`src/shared/crspc_pkg.sv`:
```
// constants for the clock-request / stop pin control block
// assumes a 125 MHz ref_clk and an AXI4-Lite master on the register side
`default_nettype none
package crspc_pkg;
  // ----------------------------------------
  // register map (byte addresses)
  // ----------------------------------------
  localparam logic [7:0] ADDR_OUT_EN = 8'h0c; // output enable image
  localparam logic [7:0] ADDR_REQ_CFG = 8'h18; // request-pin function image
  localparam logic [7:0] ADDR_FREE = 8'h20; // free-running masks
  localparam logic [7:0] ADDR_STATUS = 8'h24; // read-only state
  // ----------------------------------------
  // field positions and reset values
  // ----------------------------------------
  localparam int BIT_P11_COMP_EN = 7;
  localparam int BIT_P11_TRUE_EN = 6;
  localparam int BIT_REQ_G_EN = 5;
  localparam int BIT_REQ_H_EN = 4;
  localparam logic [7:0] OUT_EN_RST = 8'hc0;
  localparam logic [7:0] REQ_CFG_RST = 8'h00;
  localparam logic [8:0] FREE_RST = 9'h000;
  localparam logic STRAP_HALT = 1'b0; // strap 0: halt inputs, 1: pair 5
  // ----------------------------------------
  // sizes and channel indices of the gated outputs
  // ----------------------------------------
  localparam int N_CPU = 3;
  localparam int N_PCI = 6;
  localparam int N_GATE = 11; // cpu 0..2, pci 3..8, pair 9, pair 10
  localparam int CH_PCI0 = 3;
  localparam int CH_P9 = 9;
  localparam int CH_P10 = 10;
  localparam int FS_BITS = 3;
  localparam logic [1:0] FS_LAST = 2'h2; // index of the third serial bit
  // synchroniser lanes
  localparam int SY_CPU = 0;
  localparam int SY_PCI = 1;
  localparam int SY_G = 2;
  localparam int SY_H = 3;
  localparam int SY_SD = 4;
  localparam int SYNC_W = 5;
  // ----------------------------------------
  // bus answers
  // ----------------------------------------
  localparam logic [1:0] RESP_OKAY = 2'h0;
  localparam logic [1:0] RESP_SLVERR = 2'h2;
endpackage
`default_nettype wire

```
`src/rtl/crspc_top.sv`:
```
// pin function control for the request / halt dual-use pins
// assumes all pin inputs and source clock phases are synchronous to ref_clk
`timescale 1ns/1ns
`default_nettype none
// Overview of operation
// - pair 11 complement pin becomes active-low request for pair 9 when its bit is set.
// - pair 11 disabled by either of its enable bits puts both its pins in high impedance.
// - pair 11 true pin becomes active-low request for pair 10 when its bit is set.
// - strap caught after reset picks halt inputs (0) or pair 5 output (1).
// - low cpu halt stops every cpu output not marked free-running.
// - outside management mode, low pci halt stops every pci output not marked free-running.
// - management mode shifts three bits in, loaded as freq_sel_c, b, a.
// - in management mode, with the strap at 0 (halt inputs), the pci halt pin clocks the serial select bits.
module crspc_top (
  input wire logic ref_clk,
  input wire logic reset,
  // axi4-lite slave
  input wire logic [7:0] s_axi_awaddr,
  input wire logic s_axi_awvalid,
  output logic s_axi_awready,
  input wire logic [31:0] s_axi_wdata,
  input wire logic [3:0] s_axi_wstrb,
  input wire logic s_axi_wvalid,
  output logic s_axi_wready,
  output logic [1:0] s_axi_bresp,
  output logic s_axi_bvalid,
  input wire logic s_axi_bready,
  input wire logic [7:0] s_axi_araddr,
  input wire logic s_axi_arvalid,
  output logic s_axi_arready,
  output logic [31:0] s_axi_rdata,
  output logic [1:0] s_axi_rresp,
  output logic s_axi_rvalid,
  input wire logic s_axi_rready,
  // pins and straps
  input wire logic pair5_function_strap,
  input wire logic management_mode,
  input wire logic mgmt_serial_data,
  input wire logic [crspc_pkg::N_GATE-1:0] src_clk,
  input wire logic periph_pair_11_src,
  input wire logic periph_pair_5_src,
  input wire logic request_in_g_n_in,
  output logic request_in_g_n_out,
  output logic request_in_g_n_oe_n,
  input wire logic request_in_h_n_in,
  output logic request_in_h_n_out,
  output logic request_in_h_n_oe_n,
  input wire logic cpu_halt_n_in,
  output logic cpu_halt_n_out,
  output logic cpu_halt_n_oe_n,
  input wire logic pci_halt_n_in,
  output logic pci_halt_n_out,
  output logic pci_halt_n_oe_n,
  output logic [crspc_pkg::N_GATE-1:0] gated_clk,
  output logic freq_sel_c,
  output logic freq_sel_b,
  output logic freq_sel_a
);
  // ----------------------------------------
  // synchronisers and strap capture
  // ----------------------------------------
  logic [crspc_pkg::SYNC_W-1:0] meta_reg, sync_reg, sync_d_reg;
  logic [crspc_pkg::SYNC_W-1:0] raw_in;
  logic strap_reg, strap_next, strap_done_reg, strap_done_next;

  // first stage is read only by the second
  always_comb begin
    raw_in = '0;
    raw_in[crspc_pkg::SY_CPU] = cpu_halt_n_in;
    raw_in[crspc_pkg::SY_PCI] = pci_halt_n_in;
    raw_in[crspc_pkg::SY_G] = request_in_g_n_in;
    raw_in[crspc_pkg::SY_H] = request_in_h_n_in;
    raw_in[crspc_pkg::SY_SD] = mgmt_serial_data;
    strap_done_next = 1'b1;
    strap_next = strap_done_reg ? strap_reg : pair5_function_strap;
  end

  // strap is caught on the first edge after release, never under reset
  always_ff @(posedge ref_clk) begin
    meta_reg <= raw_in;
    sync_reg <= meta_reg;
    sync_d_reg <= sync_reg;
    if (reset) begin
      strap_done_reg <= 1'b0;
      strap_reg <= 1'b0;
    end else begin
      strap_done_reg <= strap_done_next;
      strap_reg <= strap_next;
    end
  end

  // ----------------------------------------
  // axi4-lite slave and registers
  // ----------------------------------------
  logic [7:0] out_en_reg, out_en_next, req_cfg_reg, req_cfg_next;
  logic [8:0] free_reg, free_next;
  logic [7:0] awaddr_reg, awaddr_next;
  logic [31:0] wdata_reg, wdata_next, rdata_next, merged, status_word;
  logic [3:0] wstrb_reg, wstrb_next;
  logic aw_have_reg, aw_have_next, w_have_reg, w_have_next;
  logic bvalid_next, rvalid_next, awready_next, wready_next, arready_next;
  logic [1:0] bresp_next, rresp_next;
  logic fs_c_reg, fs_b_reg, fs_a_reg;

  function automatic logic [31:0] merge_bytes(input logic [31:0] old_v,
      input logic [31:0] new_v, input logic [3:0] strb);
    logic [31:0] res;
    res = old_v;
    for (int i = 0; i < 4; i++) begin
      if (strb[i]) res[i*8 +: 8] = new_v[i*8 +: 8];
    end
    return res;
  endfunction

  // one write and one read at a time; address and data taken in either order
  always_comb begin
    awaddr_next = awaddr_reg;
    wdata_next = wdata_reg;
    wstrb_next = wstrb_reg;
    aw_have_next = aw_have_reg;
    w_have_next = w_have_reg;
    out_en_next = out_en_reg;
    req_cfg_next = req_cfg_reg;
    free_next = free_reg;
    bvalid_next = s_axi_bvalid;
    bresp_next = s_axi_bresp;
    rvalid_next = s_axi_rvalid;
    rresp_next = s_axi_rresp;
    rdata_next = s_axi_rdata;
    merged = '0;
    status_word = {24'h000000, fs_c_reg, fs_b_reg, fs_a_reg, strap_reg,
                   sync_reg[crspc_pkg::SY_H], sync_reg[crspc_pkg::SY_G],
                   sync_reg[crspc_pkg::SY_PCI], sync_reg[crspc_pkg::SY_CPU]};
    if (s_axi_awvalid && s_axi_awready) begin
      awaddr_next = s_axi_awaddr;
      aw_have_next = 1'b1;
    end
    if (s_axi_wvalid && s_axi_wready) begin
      wdata_next = s_axi_wdata;
      wstrb_next = s_axi_wstrb;
      w_have_next = 1'b1;
    end
    if (s_axi_bvalid && s_axi_bready) bvalid_next = 1'b0;
    if (aw_have_reg && w_have_reg && !s_axi_bvalid) begin
      aw_have_next = 1'b0;
      w_have_next = 1'b0;
      bvalid_next = 1'b1;
      bresp_next = crspc_pkg::RESP_OKAY;
      case (awaddr_reg)
        crspc_pkg::ADDR_OUT_EN: begin
          merged = merge_bytes({24'h000000, out_en_reg}, wdata_reg, wstrb_reg);
          out_en_next = merged[7:0];
        end
        crspc_pkg::ADDR_REQ_CFG: begin
          merged = merge_bytes({24'h000000, req_cfg_reg}, wdata_reg, wstrb_reg);
          req_cfg_next = merged[7:0];
        end
        crspc_pkg::ADDR_FREE: begin
          merged = merge_bytes({23'h000000, free_reg}, wdata_reg, wstrb_reg);
          free_next = merged[8:0];
        end
        crspc_pkg::ADDR_STATUS: ; // read only, write ignored
        default: bresp_next = crspc_pkg::RESP_SLVERR;
      endcase
    end
    if (s_axi_rvalid && s_axi_rready) rvalid_next = 1'b0;
    if (s_axi_arvalid && s_axi_arready) begin
      rvalid_next = 1'b1;
      rresp_next = crspc_pkg::RESP_OKAY;
      case (s_axi_araddr)
        crspc_pkg::ADDR_OUT_EN: rdata_next = {24'h000000, out_en_reg};
        crspc_pkg::ADDR_REQ_CFG: rdata_next = {24'h000000, req_cfg_reg};
        crspc_pkg::ADDR_FREE: rdata_next = {23'h000000, free_reg};
        crspc_pkg::ADDR_STATUS: rdata_next = status_word;
        default: begin
          rdata_next = '0;
          rresp_next = crspc_pkg::RESP_SLVERR;
        end
      endcase
    end
    awready_next = !aw_have_next;
    wready_next = !w_have_next;
    arready_next = !rvalid_next;
  end

  // bus and register state
  always_ff @(posedge ref_clk) begin
    if (reset) begin
      out_en_reg <= crspc_pkg::OUT_EN_RST;
      req_cfg_reg <= crspc_pkg::REQ_CFG_RST;
      free_reg <= crspc_pkg::FREE_RST;
      awaddr_reg <= '0;
      wdata_reg <= '0;
      wstrb_reg <= '0;
      aw_have_reg <= 1'b0;
      w_have_reg <= 1'b0;
      s_axi_awready <= 1'b0;
      s_axi_wready <= 1'b0;
      s_axi_arready <= 1'b0;
      s_axi_bvalid <= 1'b0;
      s_axi_bresp <= crspc_pkg::RESP_OKAY;
      s_axi_rvalid <= 1'b0;
      s_axi_rresp <= crspc_pkg::RESP_OKAY;
      s_axi_rdata <= '0;
    end else begin
      out_en_reg <= out_en_next;
      req_cfg_reg <= req_cfg_next;
      free_reg <= free_next;
      awaddr_reg <= awaddr_next;
      wdata_reg <= wdata_next;
      wstrb_reg <= wstrb_next;
      aw_have_reg <= aw_have_next;
      w_have_reg <= w_have_next;
      s_axi_awready <= awready_next;
      s_axi_wready <= wready_next;
      s_axi_arready <= arready_next;
      s_axi_bvalid <= bvalid_next;
      s_axi_bresp <= bresp_next;
      s_axi_rvalid <= rvalid_next;
      s_axi_rresp <= rresp_next;
      s_axi_rdata <= rdata_next;
    end
  end

  // ----------------------------------------
  // serial frequency-select loader
  // ----------------------------------------
  logic [1:0] fs_shift_reg, fs_shift_next, fs_cnt_reg, fs_cnt_next;
  logic fs_c_next, fs_b_next, fs_a_next, ser_rise, ser_load;

  // halt pin is the shift clock only while it is an input
  always_comb begin
    ser_rise = management_mode && strap_reg == crspc_pkg::STRAP_HALT &&
               sync_reg[crspc_pkg::SY_PCI] && !sync_d_reg[crspc_pkg::SY_PCI];
    ser_load = ser_rise && fs_cnt_reg == crspc_pkg::FS_LAST;
    fs_shift_next = fs_shift_reg;
    fs_cnt_next = management_mode ? fs_cnt_reg : 2'h0;
    {fs_c_next, fs_b_next, fs_a_next} = {fs_c_reg, fs_b_reg, fs_a_reg};
    if (ser_rise) begin
      fs_shift_next = {fs_shift_reg[0], sync_reg[crspc_pkg::SY_SD]};
      fs_cnt_next = ser_load ? 2'h0 : fs_cnt_reg + 2'h1;
    end
    // first bit in is c, last is a
    if (ser_load) begin
      {fs_c_next, fs_b_next, fs_a_next} = {fs_shift_reg, sync_reg[crspc_pkg::SY_SD]};
    end
  end

  always_ff @(posedge ref_clk) begin
    if (reset) begin
      fs_shift_reg <= '0;
      fs_cnt_reg <= '0;
      fs_c_reg <= 1'b0;
      fs_b_reg <= 1'b0;
      fs_a_reg <= 1'b0;
    end else begin
      fs_shift_reg <= fs_shift_next;
      fs_cnt_reg <= fs_cnt_next;
      fs_c_reg <= fs_c_next;
      fs_b_reg <= fs_b_next;
      fs_a_reg <= fs_a_next;
    end
  end
  assign freq_sel_c = fs_c_reg;
  assign freq_sel_b = fs_b_reg;
  assign freq_sel_a = fs_a_reg;

  // ----------------------------------------
  // pin direction and drive
  // ----------------------------------------
  logic pair11_on, halt_fn;
  always_comb begin
    pair11_on = out_en_reg[crspc_pkg::BIT_P11_COMP_EN] &&
                out_en_reg[crspc_pkg::BIT_P11_TRUE_EN];
    halt_fn = strap_done_reg && strap_reg == crspc_pkg::STRAP_HALT;
  end

  // request function wins over drive, so a skipped disable cannot fight the host
  always_ff @(posedge ref_clk) begin
    if (reset) begin
      request_in_g_n_out <= 1'b0;
      request_in_h_n_out <= 1'b0;
      request_in_g_n_oe_n <= 1'b1;
      request_in_h_n_oe_n <= 1'b1;
      cpu_halt_n_out <= 1'b0;
      pci_halt_n_out <= 1'b0;
      cpu_halt_n_oe_n <= 1'b1;
      pci_halt_n_oe_n <= 1'b1;
    end else begin
      request_in_g_n_out <= !periph_pair_11_src;
      request_in_h_n_out <= periph_pair_11_src;
      request_in_g_n_oe_n <= !pair11_on || req_cfg_reg[crspc_pkg::BIT_REQ_G_EN];
      request_in_h_n_oe_n <= !pair11_on || req_cfg_reg[crspc_pkg::BIT_REQ_H_EN];
      cpu_halt_n_out <= !periph_pair_5_src;
      pci_halt_n_out <= periph_pair_5_src;
      cpu_halt_n_oe_n <= !(strap_done_reg && strap_reg != crspc_pkg::STRAP_HALT);
      pci_halt_n_oe_n <= !(strap_done_reg && strap_reg != crspc_pkg::STRAP_HALT);
    end
  end

  // ----------------------------------------
  // glitch-free gating of the clock outputs
  // ----------------------------------------
  logic [crspc_pkg::N_GATE-1:0] stop_req, gate_en_reg, gate_en_next, gated_next;
  logic cpu_stop, pci_stop;

  // pci halt is a shift clock in management mode, not a halt
  always_comb begin
    cpu_stop = halt_fn && !sync_reg[crspc_pkg::SY_CPU];
    pci_stop = halt_fn && !management_mode && !sync_reg[crspc_pkg::SY_PCI];
    stop_req = '0;
    stop_req[crspc_pkg::N_CPU-1:0] = {crspc_pkg::N_CPU{cpu_stop}} &
                                     ~free_reg[crspc_pkg::N_CPU-1:0];
    stop_req[crspc_pkg::CH_PCI0 +: crspc_pkg::N_PCI] = {crspc_pkg::N_PCI{pci_stop}} &
                                     ~free_reg[crspc_pkg::CH_PCI0 +: crspc_pkg::N_PCI];
    stop_req[crspc_pkg::CH_P9] = req_cfg_reg[crspc_pkg::BIT_REQ_G_EN] &&
                                 sync_reg[crspc_pkg::SY_G];
    stop_req[crspc_pkg::CH_P10] = req_cfg_reg[crspc_pkg::BIT_REQ_H_EN] &&
                                  sync_reg[crspc_pkg::SY_H];
  end

  // enable may only move while the source is low
  for (genvar g = 0; g < crspc_pkg::N_GATE; g++) begin : g_gate
    always_comb begin
      gate_en_next[g] = src_clk[g] ? gate_en_reg[g] : !stop_req[g];
      gated_next[g] = src_clk[g] && gate_en_next[g];
    end
  end

  always_ff @(posedge ref_clk) begin
    if (reset) begin
      gate_en_reg <= '1;
      gated_clk <= '0;
    end else begin
      gate_en_reg <= gate_en_next;
      gated_clk <= gated_next;
    end
  end
endmodule
`default_nettype wire

```
`config.mk`:
```
export PLATFORM = sky130hd
export DESIGN_NAME = crspc_top
export DESIGN_NICKNAME = d
export VERILOG_FILES = /design/src/shared/crspc_pkg.sv /design/src/rtl/crspc_top.sv
export SDC_FILE = /design/constraint.sdc
export NUM_CORES = 1
export LEC_CHECK = 0
export ABC_AREA = 1
export BUFFER_PORTS_ARGS = -buffer_cell sky130_fd_sc_hd__buf_2
export CORE_MARGIN = 2
export CORE_UTILIZATION = 45
export DETAILED_ROUTE_END_ITERATION = 12
export GPL_ROUTABILITY_DRIVEN = 0
export PLACE_DENSITY = 0.79
export SYNTH_ARGS = -nofsm -noshare
export SYNTH_HDL_FRONTEND = slang
export SYNTH_SLANG_ARGS = --single-unit
```
`constraint.sdc`:
```
create_clock -name ref_clk -period 2 [get_ports ref_clk]
set_clock_uncertainty 0.15 [all_clocks]
set_input_delay 0.4 -clock ref_clk [delete_from_list [all_inputs] [get_ports ref_clk]]
set_output_delay 0.4 -clock ref_clk [all_outputs]
set_load 0.1 [all_outputs]
```
## Word-level counts from Yosys, hierarchy flattened

Cells that the tools add are included.

| word-level totals | value |
|---|---|
| flip-flop bits (word level) | 137 |
| latch bits | 0 |
| memory bits (writable) | 0 |
| bits in read-only memories | 0 |
| output and inout port bits | 63 |
| logic and storage cells | 140 |
| memories | 0 |

| cells by class | value |
|---|---|
| add/sub/neg operators | 1 |
| $mul | 0 |
| divide/modulo/power cells | 0 |
| $lt $le $gt $ge | 0 |
| equal/unequal tests | 10 |
| shifts and indexed selects | 0 |
| multiplexer cells | 26 |
| bitwise logic cells | 5 |
| reduce and logical (&&, ||, !) cells | 62 |

Operators by type and width:

| operator | number |
|---|---|
| case mux 9 bit (4 select lines) | 1 |
| == test 8 x 6 -> 1 bit, second input constant | 4 |
| logical AND 1 bit | 30 |
| logical NOT 1 bit | 23 |
| 2-to-1 mux 1 bit | 20 |
| == test 8 x 4 -> 1 bit, second input constant | 2 |
| == test 8 x 5 -> 1 bit, second input constant | 2 |
| AND reduction 3 bit | 4 |
| 2-to-1 mux 2 bit | 5 |
| OR reduction 4 bit | 2 |
| AND 6 bit | 1 |
| NOT 6 bit | 1 |
| AND 3 bit | 1 |
| NOT 3 bit | 1 |
| adder 2 x 1 -> 2 bit, second input constant | 1 |
| == test 2 bit, second input constant | 1 |
| logical OR 1 bit | 2 |
| inequality test 2 x 1 -> 1 bit, second input constant | 1 |
| nonzero test 2 bit | 1 |
| NOT 1 bit | 1 |

## Logic depth before layout (Yosys ltp)

Gate-level depths: netlist of the first run.

| depth | value |
|---|---|
| depth in word-level cells | 8 |
| depth in mapped cells | 9 |
| gate-level depth less buffers | 9 |

## Worst setup path before layout of the first run

Ideal clock, no wire load.

| timing | value |
|---|---|
| path kind | reg-to-reg |
| from | register s_axi_arready |
| to | register s_axi_rdata[3] |
| library setup time | 70 ps |
| data arrival time | 1898 ps |
| required time | 1780 ps |
| path slack | -118 ps |
| stages on the path, launching flop included | 6 |
| path buffers | 1 |
| cell sequence | dfxtp_1 nand2_1 inv_1 clkbuf_1 o21ai_0 a21oi_1 |

| on the way | value |
|---|---|
| longest elaborated chain between the ends | 1 |

RTL lines:

| what | line | RTL |
|---|---|---|
| start: declaration | crspc_top.sv:30 | `output logic s_axi_arready,` |
| start signal: assignment | crspc_top.sv:216 | `s_axi_arready <= arready_next;` |
| logical AND 1 bit | crspc_top.sv:167 | `if (s_axi_arvalid && s_axi_arready) begin` |
| end signal: assignment | crspc_top.sv:221 | `s_axi_rdata <= rdata_next;` |
| end: declaration | crspc_top.sv:31 | `output logic [31:0] s_axi_rdata,` |

No other way between the ends.
A chain may end at the register's enable or synchronous reset.

## Worst setup path after layout of the first run

| timing | value |
|---|---|
| from | register s_axi_bvalid |
| to | output port s_axi_bvalid |

RTL lines:

| what | line | RTL |
|---|---|---|
| start: declaration | crspc_top.sv:26 | `output logic s_axi_bvalid,` |
| start signal: assignment | crspc_top.sv:217 | `s_axi_bvalid <= bvalid_next;` |

No word-level cell between the ends.

==> results of run 1 <==
[worst reg2reg max path: stages, from the launching register on]
cell and delay, ns:
dfxtp_1 0.34, nor2_1 0.14, inv_1 0.08, nor2_2 0.12, nand3_1 0.20, nor2_8 0.28, o21ai_0 0.14, a21oi_1 0.15
[placed cells by master (no fill, tap or decap), drive strengths merged, types with 11 or more instances in the layout]
cell and count:
a21oi 57, buf 101, clkbuf 11, conb 25, dfxtp 111, inv 48
nand2 73, nand3 51, nor2 70, o211ai 11, o21ai 53
[kinds of logic after synthesis]
group	count (synthesis)
other	1
and+or+nand+nor	197
buffers and inverters	94
AOI/OAI and AO/OA	122
DFF	111
[layer usage]
metal / track usage, % / share of wire (%) / up-vias
li1: - / - / 1853
met1: 23.0 / 45 / 1631
met2: 31.2 / 49 / 101
met3: 4.28 / 4.4 / 16
met4: 8.32 / 2.0 / 0
met5: 0 / 0 / -
[synth_stat cells (all sizes together)]
library cell	count	area share, %
o211ai	11	1.9
conb	1	0.088
nor2	70	7.7
dfxtp	111	52
a21oi	57	7.2
clkbuf	14	1.2
nand4	1	0.15
nand2	73	6.5
buf	32	5.9
a211oi	1	0.18
o21ai	53	6.5
inv	48	4.3
nand3	51	6.1
nor3	2	0.23
[path summary, 6_finish.rpt]
path / to / slack [ns] / from / cells past startpoint
worst max-delay path: s_axi_bvalid / 0.22 / s_axi_bvalid$_SDFFE_PP0P_ / 1
worst min-delay path: cpu_halt_n_out$_SDFF_PP0_ / 0.05 / periph_pair_5_src / 2
worst max register to register: req_cfg_reg[2]$_SDFFE_PP0P_ / 0.33 / awaddr_reg[6]$_SDFFE_PP0P_ / 7
worst min register to register: sync_reg[4]$_DFF_P_ / 0.19 / meta_reg[4]$_DFF_P_ / 0
[power breakdown]
| group | switching (mW) | leakage, nW | internal (mW) |
|---|---|---|---|
| Sequential | 0.0419 | 0.912 | 2.30 |
| Combinational | 0.627 | 1.37 | 0.140 |
| Clock | 0.732 | 0.103 | 0.615 |
| Total | 1.40 | 2.39 | 3.06 |
[final cells by class]
type,count,area [sq um]
clock buffer,11,141
clock inverter,5,57.6
sequential,111,2220
inverter,48,185
tap,129,161
timing repair buffer,106,606
fill,870,4220
multi-input combinational,344,1650
[per-stage QoR]
step / instances / setup WS (ns) / hold slack, ns
finish: 754 / 0.216 / 0.0513
floorplan: 549 / 0.00467 / 0.160
detailed placement: 733 / 0.304 / 0.164
CTS: 754 / 0.197 / 0.0381
global placement: 733 / 0.381 / 0.164
global route: 754 / 0.168 / 0.0483
==> run_results.csv, run 1 <==
group,metric,value,unit
clock_network,h-tree-depth,3,
logic_synthesis,yosys.area_share.simple,20.6,%
drt,drtIter0Drc,148,
setup_path,critPathMaxFanout,3,
pwr,p_per_area,887,nW/um^2
die,dieHeight,101,microns
global_routing,grt_overflow,0,
final_layout,fin_nets,699,
pwr,ir_worst_vdd,0.337,mV
setup_path,critPathLaunchType,"register",
drt,firstDrtPassIters,4,
clock_network,cts_sinks,111,
final_layout,antenna_cells,0,
final_layout,utilization,54.4,%
sta,rsz0062_at_grt,"no",
placement,dp_hpwl,6.86,mm
logic_synthesis,synthCells,525,
clock_network,post-cts-setup-buffer-count,0,
die,die_w,101,microns
worst_hold_path,hp-class,"in2reg",
logic_synthesis,synth_compound_area_share,15.8,%
drt,post_drt_wl_per_cell,12.6,microns
global_routing,antenna_found_initial,0,
final_layout,postLayoutCellArea,5020,sq um
drt,ant_nets,0,
setup_path,crit_family,"buffers and inverters",
setup_path,path_cells,"buf_2",
logic_synthesis,avgSynthCellArea,8.13,sq um
clock_network,clkTransAtPathRegs,0.10,ns
global_routing,grt.total_usage,18.7,%
clock_network,cts_buffers,9,
die,dieArea,10300,sq um
job,drv_cap,0,
setup_path,slowest_stage,"buf_2",
sta,hold_violations,0,
logic_synthesis,syn_area,4270,sq um
clock_network,cts_tree,"built",
drt,drc,0,
outcome,status,"finished, final reports clean",
final_layout,syn2layout_area_growth,17.7,%
logic_synthesis,synth_xor_area_share,0,%
die,ios,142,
logic_synthesis,synth_fa_ha_area_share,0,%
logic_synthesis,ys_seq_area_share,52.1,%
placement,placed_area,4770,sq um
sta,max_freq,561,MHz
clock_network,cts_hold_buf,5,
global_routing,grt_pass1_wl,15.0,mm
final_layout,top_register,"gated_clk",
sta,fin_crit,1.78,ns
logic_synthesis,synth_warnings,0,
sta,maxSlewViolCount,0,
global_routing,grt_max_degree,46,
sta,setup_tns,0,ns
die,core_area,9240,sq um
global_routing,grt_pass1_vias,3333,
logic_synthesis,muxShareOfSynthArea,0,%
sta,setup_viol,0,
setup_path,worstSetupEndpointType,"output pin",
die,rows,35,
setup_path,crit_arrival,1.23,ns
setup_path,critical_path_class,"reg2out",
clock_network,cts_resized,0,
clock_network,clock_path_buffers,2,
setup_path,required,1.45,ns
placement,io_buffers,91,
clock_network,clock_latency,0.37,ns
drt,vias_per_cell,4.78,
pwr,total_power,4.46,mW
final_layout,drive_above_1_share,22.1,%
die,start_util,46.2,%
sta,timing.final.crit_share,89.2,%
pwr,leakage,2.39,nW
drt,totalWireLength,9.53,mm
clock_network,cts_root_buf,"clkbuf_8",
setup_path,slowest_delay,0.45,ns
logic_synthesis,synth.distinct_cells,27,
logic_synthesis,ys_ff_latch,111,
logic_synthesis,synth_top_family_by_area,"simple AND/OR/NAND/NOR gates",
drt,vias,3601,
setup_path,cp_num_buf_inv,1,
final_layout,largest_register_ffs,11,
No activity file was read; power rests on OpenSTA's default activity.
==> inputs of run 2 (changes only) <==
Settings changed: ABC_AREA 1 to 0, PLACE_DENSITY 0.79 to 0.8, REMOVE_ABC_BUFFERS from default to 1.
==> run 2 against run 1 <==
  * Cell count shrank 13%
  * Non-clock buffer count grew 9
  * Flip-flop and latch count is the same
  * Sequential power is essentially flat
  * Critical path type is now reg2reg
  * First-iteration DRC count grew 19%
  * Global-route usage shrank 0.70 points
  * Clock power grew 16%
  * Register-to-register slack lost 0.27 ns
  * Via count shrank 8.2%
  * Maximum frequency shrank 8.0%
  * Wire length shrank 5.9%
  * Highest routed layer unchanged
  * Combinational power shrank 6.1%
==> run_results.csv, run 2 <==
group,metric,value,unit
final_layout,utilization,55.6,%
sta,rsz0062_at_grt,"no",
setup_path,crit_family,"simple AND/OR/NAND/NOR gates",
logic_synthesis,synthCells,437,
setup_path,crit_arrival,2.05,ns
clock_network,clock_path_buffers,2,
final_layout,layout_commonest_cell,"dfxtp_1",
outcome,status,"finished, final reports clean",
sta,relSlewSlack,62.5,%
logic_synthesis,synth_edf_count,0,
drt,post_drt_wl_per_cell,13.6,microns
sta,max_freq,516,MHz
setup_path,cp_num_buf_inv,1,
logic_synthesis,ys_top_cells_by_area,"dfxtp_1 (53%), mux2i_1 (8.7%), nand2_1 (4.8%)",
final_layout,largest_register_ffs,11,
drt,drtIter0Drc,176,
logic_synthesis,yosys.area.top_type,"dfxtp_1",
final_layout,syn2layout_area_growth,21.6,%
final_layout,drive_above_1_share,24.1,%
logic_synthesis,synthTopCellsByCount,"dfxtp_1 (111), nand2_1 (53), mux2i_1 (36), nor2_1 (35), a21oi_1 (30)",
pwr,ir_worst_vdd,0.484,mV
sta,hold_violations,0,
placement,dpl_worst_slack,0.0145,ns
final_layout,layout_common_cells,"dfxtp_1 (111), buf_2 (90), nand2_1 (53)",
die,die_w,100,microns
logic_synthesis,synth_warnings,0,
placement,dp_cells,632,
clock_network,cts_tree,"built",
die,ios,142,
job,drv_cap,0,
die,start_util,45.7,%
global_routing,grt.total_usage,18.0,%
setup_path,slowest_stage,"or4_4",
final_layout,fin_nets,621,
logic_synthesis,synth.distinct_cells,39,
pwr,total_power,4.61,mW
pwr,p_per_area,910,nW/um^2
final_layout,fin_cells,658,
drt,firstDrtPassIters,4,
logic_synthesis,synthMostInstantiatedCell,"dfxtp_1",
clock_network,clkTransAtPathRegs,0.11,ns
setup_path,critPathLaunchType,"register",
sta,setup_viol,0,
global_routing,grt_overflow,0,
global_routing,antenna_found_initial,0,
logic_synthesis,ys_seq_area_share,53.3,%
drt,vias_per_cell,5.02,
drt,ant_nets,0,
pwr,leakage,2.21,nW
setup_path,required,2.11,ns
placement,placed_area,4710,sq um
logic_synthesis,avgSynthCellArea,9.53,sq um
clock_network,cts_root_buf,"clkbuf_8",
logic_synthesis,syn_area,4170,sq um
drt,drc,0,
setup_path,slowest_delay,0.57,ns
sta,setup_tns,0,ns
setup_path,critPathMaxFanout,8,
clock_network,cts_sinks,111,
sta,holdWs,0.0250,ns
drt,totalWireLength,8.97,mm
final_layout,top_register,"gated_clk",
setup_path,worstSetupEndpointType,"register",
sta,timing.final.crit_share,96.9,%
sta,fin_crit,1.94,ns
die,dieHeight,100,microns
final_layout,postLayoutCellArea,5060,sq um
clock_network,cts_buffers,9,
logic_synthesis,synth_top_area_share,53.3,%
die,dieArea,10000,sq um
die,core_area,9110,sq um
die,rows,35,
worst_hold_path,hp-class,"in2reg",
clock_network,h-tree-depth,3,
final_layout,antenna_cells,0,
logic_synthesis,synth_ff_type,"dfxtp_1",
placement,dp_hpwl,6.52,mm
global_routing,grt_max_degree,30,
placement,io_buffers,91,
sta,tightestPinTransition,0.558,ns
logic_synthesis,ys_ff_latch,111,
global_routing,grt_pass1_wl,14.2,mm
setup_path,critical_path_class,"reg2reg",
drt,vias,3306,
sta,maxSlewViolCount,0,
clock_network,clock_latency,0.37,ns
setup_path,path_cells,"or4_4 > nor4_4 > buf_12 > mux2i_1 > nor2_1",
logic_synthesis,async_reset_ff_share,0,%
global_routing,grt_pass1_vias,2989,
sta,fin_ws,0.0618,ns
==> run 2: cell types whose count changed after synthesis, sizes merged, moves of 27 or more <==
cell   before  now
mux2i       0   36
a21oi      57   30
nand3      51   10
o21ai      53   18
inv        48    1
nor2       70   35
==> run 2: per-layer routing <==
layer / up-vias / GRT usage (%) / share of wire [%]
met5: - / 0 / 0
met4: 0 / 8.96 / 1.7
met3: 10 / 2.92 / 5.5
met2: 113 / 28.3 / 47
met1: 1514 / 24.0 / 45
li1: 1669 / - / -
==> run 2: final cells by class <==
class | count | area [sq um]
fillers | 804 | 4040
flip-flops and latches | 111 | 2220
multi-input cells | 304 | 1780
repair buffers | 115 | 671
well taps | 111 | 139
clock inverters | 7 | 129
clock buffers | 9 | 124
inverters | 1 | 3.75
==> run 2: what timing repair did <==
action | CTS | global route
resized for setup | 0 | 3
endpoints found under the hold margin | 5 | 0
hold buffers | 5 | 0
setup buffers | 0 | 4
setup endpoints to repair | 0 | 3
==> run 2: power by group <==
| group | internal (mW) | total (mW) | switching (mW) |
|---|---|---|---|
| Sequential | 2.28 | 2.32 | 0.0433 |
| Combinational | 0.146 | 0.719 | 0.573 |
| Clock | 0.747 | 1.57 | 0.819 |
==> run 2: cells by family after synthesis <==
kind of cell / count (synthesis) / share of synthesized area [%]
AOI/OAI and AO/OA: 70 / 10.1
muxes: 36 / 8.65
DFF: 111 / 53.3
other: 1 / 0.0900
buffers and inverters: 46 / 6.52
and+or+nand+nor: 173 / 21.3
==> run 2: path summary, 6_finish.rpt <==
check                             endpoint                       start  cells after the start  slack, ns
max reg2reg    req_cfg_reg[1]$_SDFFE_PP0P_  awaddr_reg[6]$_SDFFE_PP0P_                      5       0.06
min          request_in_g_n_out$_SDFF_PP0_          periph_pair_11_src                      2       0.03
max            req_cfg_reg[1]$_SDFFE_PP0P_  awaddr_reg[6]$_SDFFE_PP0P_                      5       0.06
min reg2reg            sync_reg[3]$_DFF_P_         meta_reg[3]$_DFF_P_                      0       0.19
==> run 2: worst register-to-register path, cell delays in order (launching register included) <==
cell     delay (ns)
dfxtp_1        0.34
or4_4          0.57
nor4_4         0.34
buf_12         0.17
mux2i_1        0.21
nor2_1         0.06
==> inputs of run 3 (changes only) <==
Settings changed: CELL_PAD_IN_SITES_DETAIL_PLACEMENT from default to 0, CELL_PAD_IN_SITES_GLOBAL_PLACEMENT from default to 2, CORE_MARGIN 2 to default, CORE_UTILIZATION 45 to 26, PLACE_DENSITY 0.8 to 0.81.
Clock period 2 ns to 1.64 ns, I/O delays scaled along.
==> run 3 against run 2 <==
  * The flow now finishes with violations (setup timing)
  * Total power rose by 28%
  * Cell count rose by 18%
  * Die area rose by 65%
  * Non-clock buffer count rose by 21
  * Utilization fell by 20 points
  * Worst hold slack improved by 0.034 ns
  * Sequential share of layout area fell by 3.5 points
  * Highest routed layer unchanged
==> run_results.csv, run 3 (synthesis gave the netlist of run 2 again) <==
group,metric,value,unit
final_layout,layout_common_cells,"dfxtp_1 (110), buf_2 (83), nand2_1 (53)",
global_routing,grt_pass1_vias,3149,
global_routing,antenna_found_initial,0,
outcome,status,"finished with violations",
pwr,total_power,5.90,mW
setup_path,critPathLaunchType,"register",
global_routing,grt_max_degree,27,
final_layout,n_fill_cell,1601,
final_layout,utilization,35.7,%
clock_network,clkTransAtPathRegs,0.07,ns
sta,rsz0062_at_grt,"yes",
setup_path,path_cells,"or4_4 > nor4_4 > buf_12 > mux2i_1 > nor2_1",
drt,drtIter0Drc,108,
sta,max_freq,557,MHz
final_layout,layout_commonest_cell,"dfxtp_1",
pwr,leakage,2.35,nW
sta,fin_crit,1.80,ns
sta,setup_tns,-1.97,ns
setup_path,rr_startpoint,"awaddr_reg[6]$_SDFFE_PP0P_",
setup_path,crit_arrival,1.89,ns
sta,tightestPinTransition,0.523,ns
clock_network,clock_latency,0.36,ns
drt,ant_nets,0,
final_layout,final-seq-area,2220,sq um
final_layout,top_register,"gated_clk",
setup_path,critPathMaxFanout,8,
placement,io_buffers,91,
global_routing,use_met1,15.6,%
pwr,switching_share,31.0,%
global_routing,met3_usage,3.04,%
final_layout,multi_input_comb_area,1810,sq um
worst_hold_path,min_from,"s_axi_wdata[0]",
worst_hold_path,hp-class,"in2reg",
clock_network,cts_buffers,9,
setup_path,slowest_delay,0.57,ns
final_layout,largest_register_ffs,11,
placement,dp_hpwl,7.66,mm
setup_path,critical_path_class,"reg2reg",
drt,vias_per_cell,4.28,
die,core_area,15400,sq um
final_layout,drive_above_1_share,27.3,%
pwr,p_int,4.07,mW
final_layout,syn2layout_area_growth,32.2,%
sta,relSlewSlack,65.1,%
die,dieArea,16500,sq um
pwr,power.share.combinational,16.0,%
global_routing,grt.total_usage,12.4,%
final_layout,antenna_cells,0,
global_routing,grt_busiest_layer,"met2",
sta,maxSlewViolCount,0,
setup_path,required,1.74,ns
placement,dpl_worst_slack,-0.314,ns
global_routing,grt_overflow,0,
drt,firstDrtPassIters,4,
setup_path,cp_num_buf_inv,1,
setup_path,slowest_stage,"or4_4",
sta,hold_violations,0,
die,rows,45,
sta,timing.final.crit_share,109,%
placement,dp_cells,755,
pwr,p_sw,1.83,mW
clock_network,cts_sinks,111,
die,ios,142,
pwr,ir_worst_vdd,0.541,mV
die,dieHeight,129,microns
drt,post_drt_wl_per_cell,13.0,microns
outcome,violations,"setup timing",
die,die_w,129,microns
drt,totalWireLength,10.1,mm
global_routing,grt_pass1_wl,15.7,mm
clock_network,cts_root_buf,"clkbuf_16",
clock_network,h-tree-depth,3,
setup_path,crit_family,"simple AND/OR/NAND/NOR gates",
clock_network,clock_path_buffers,2,
setup_path,crit_start,"awaddr_reg[6]$_SDFFE_PP0P_",
clock_network,cts_tree,"built",
die,start_util,27.0,%
setup_path,worstSetupEndpointType,"register",
job,drv_cap,0,
global_routing,use_met2,19.8,%
pwr,clockPowerShare,35.9,%
placement,placed_area,5080,sq um
sta,fin_ws,-0.155,ns
sta,holdWs,0.0590,ns
final_layout,fin_nets,642,
drt,vias,3334,
pwr,p_per_area,1070,nW/um^2
sta,setup_viol,17,
final_layout,postLayoutCellArea,5510,sq um
drt,drc,0,
pwr,pwr-share-seq,48.0,%
final_layout,fin_cells,779,
==> run 3: changes by cell type in the layout (fill, tap and decap cells not counted), moves of 3 or more <==
cell / previous run / this run
clkinv_8: 3 / 0
buf_12: 1 / 6
buf_4: 16 / 34
clkbuf_8: 9 / 0
clkbuf_16: 0 / 9
buf_2: 90 / 83
==> run 3: worst paths after layout <==
kind                                 endpoint  slack (ns)  depth (start not counted)
hold / removal      wdata_reg[0]$_SDFFE_PP0P_        0.06                          3
setup / recovery  req_cfg_reg[1]$_SDFFE_PP0P_       -0.16                          5
setup reg to reg  req_cfg_reg[1]$_SDFFE_PP0P_       -0.16                          5
hold reg to reg           sync_reg[0]$_DFF_P_        0.18                          0
==> run 3: timing repair <==
action                     4_1_cts  5_1_grt
setup endpoints to repair       30       33
gates resized for setup          6        8
setup buffers                    1        0
hold endpoints to repair         7        0
pin swaps                        2        0
hold buffers                     7        0
==> run 3: final cells by class <==
cell class	count	area share, %
clock inverter	6	0.977
timing repair buffer	136	16.7
tap	211	4.80
clock buffer	10	4.16
sequential	111	40.4
multi-input combinational	304	33.0
inverter	1	0.0682
==> run 3: worst min-delay path, delay by kind of cell <==
kind	cells	cell delay [ns]
buf+inv	1	0.10
simple gates	1	0.05
compound gates	1	0.05
==> run 3: per-layer routing <==
metal	wire length (microns)	share of wire (%)
met5	0	0
met4	203	2.0
met3	557	5.5
met2	4510	45
met1	4820	48
==> run 3: power groups by stage <==
stage | Combinational [mW] | Clock (mW) | Sequential, mW
global route | 0.998 | 2.29 | 2.84
floorplan | 0.400 | 0 | 3.15
global placement | 0.913 | 0 | 2.89
finish | 0.946 | 2.12 | 2.83
detailed placement | 0.922 | 0 | 2.90
CTS | 0.947 | 2.19 | 2.83
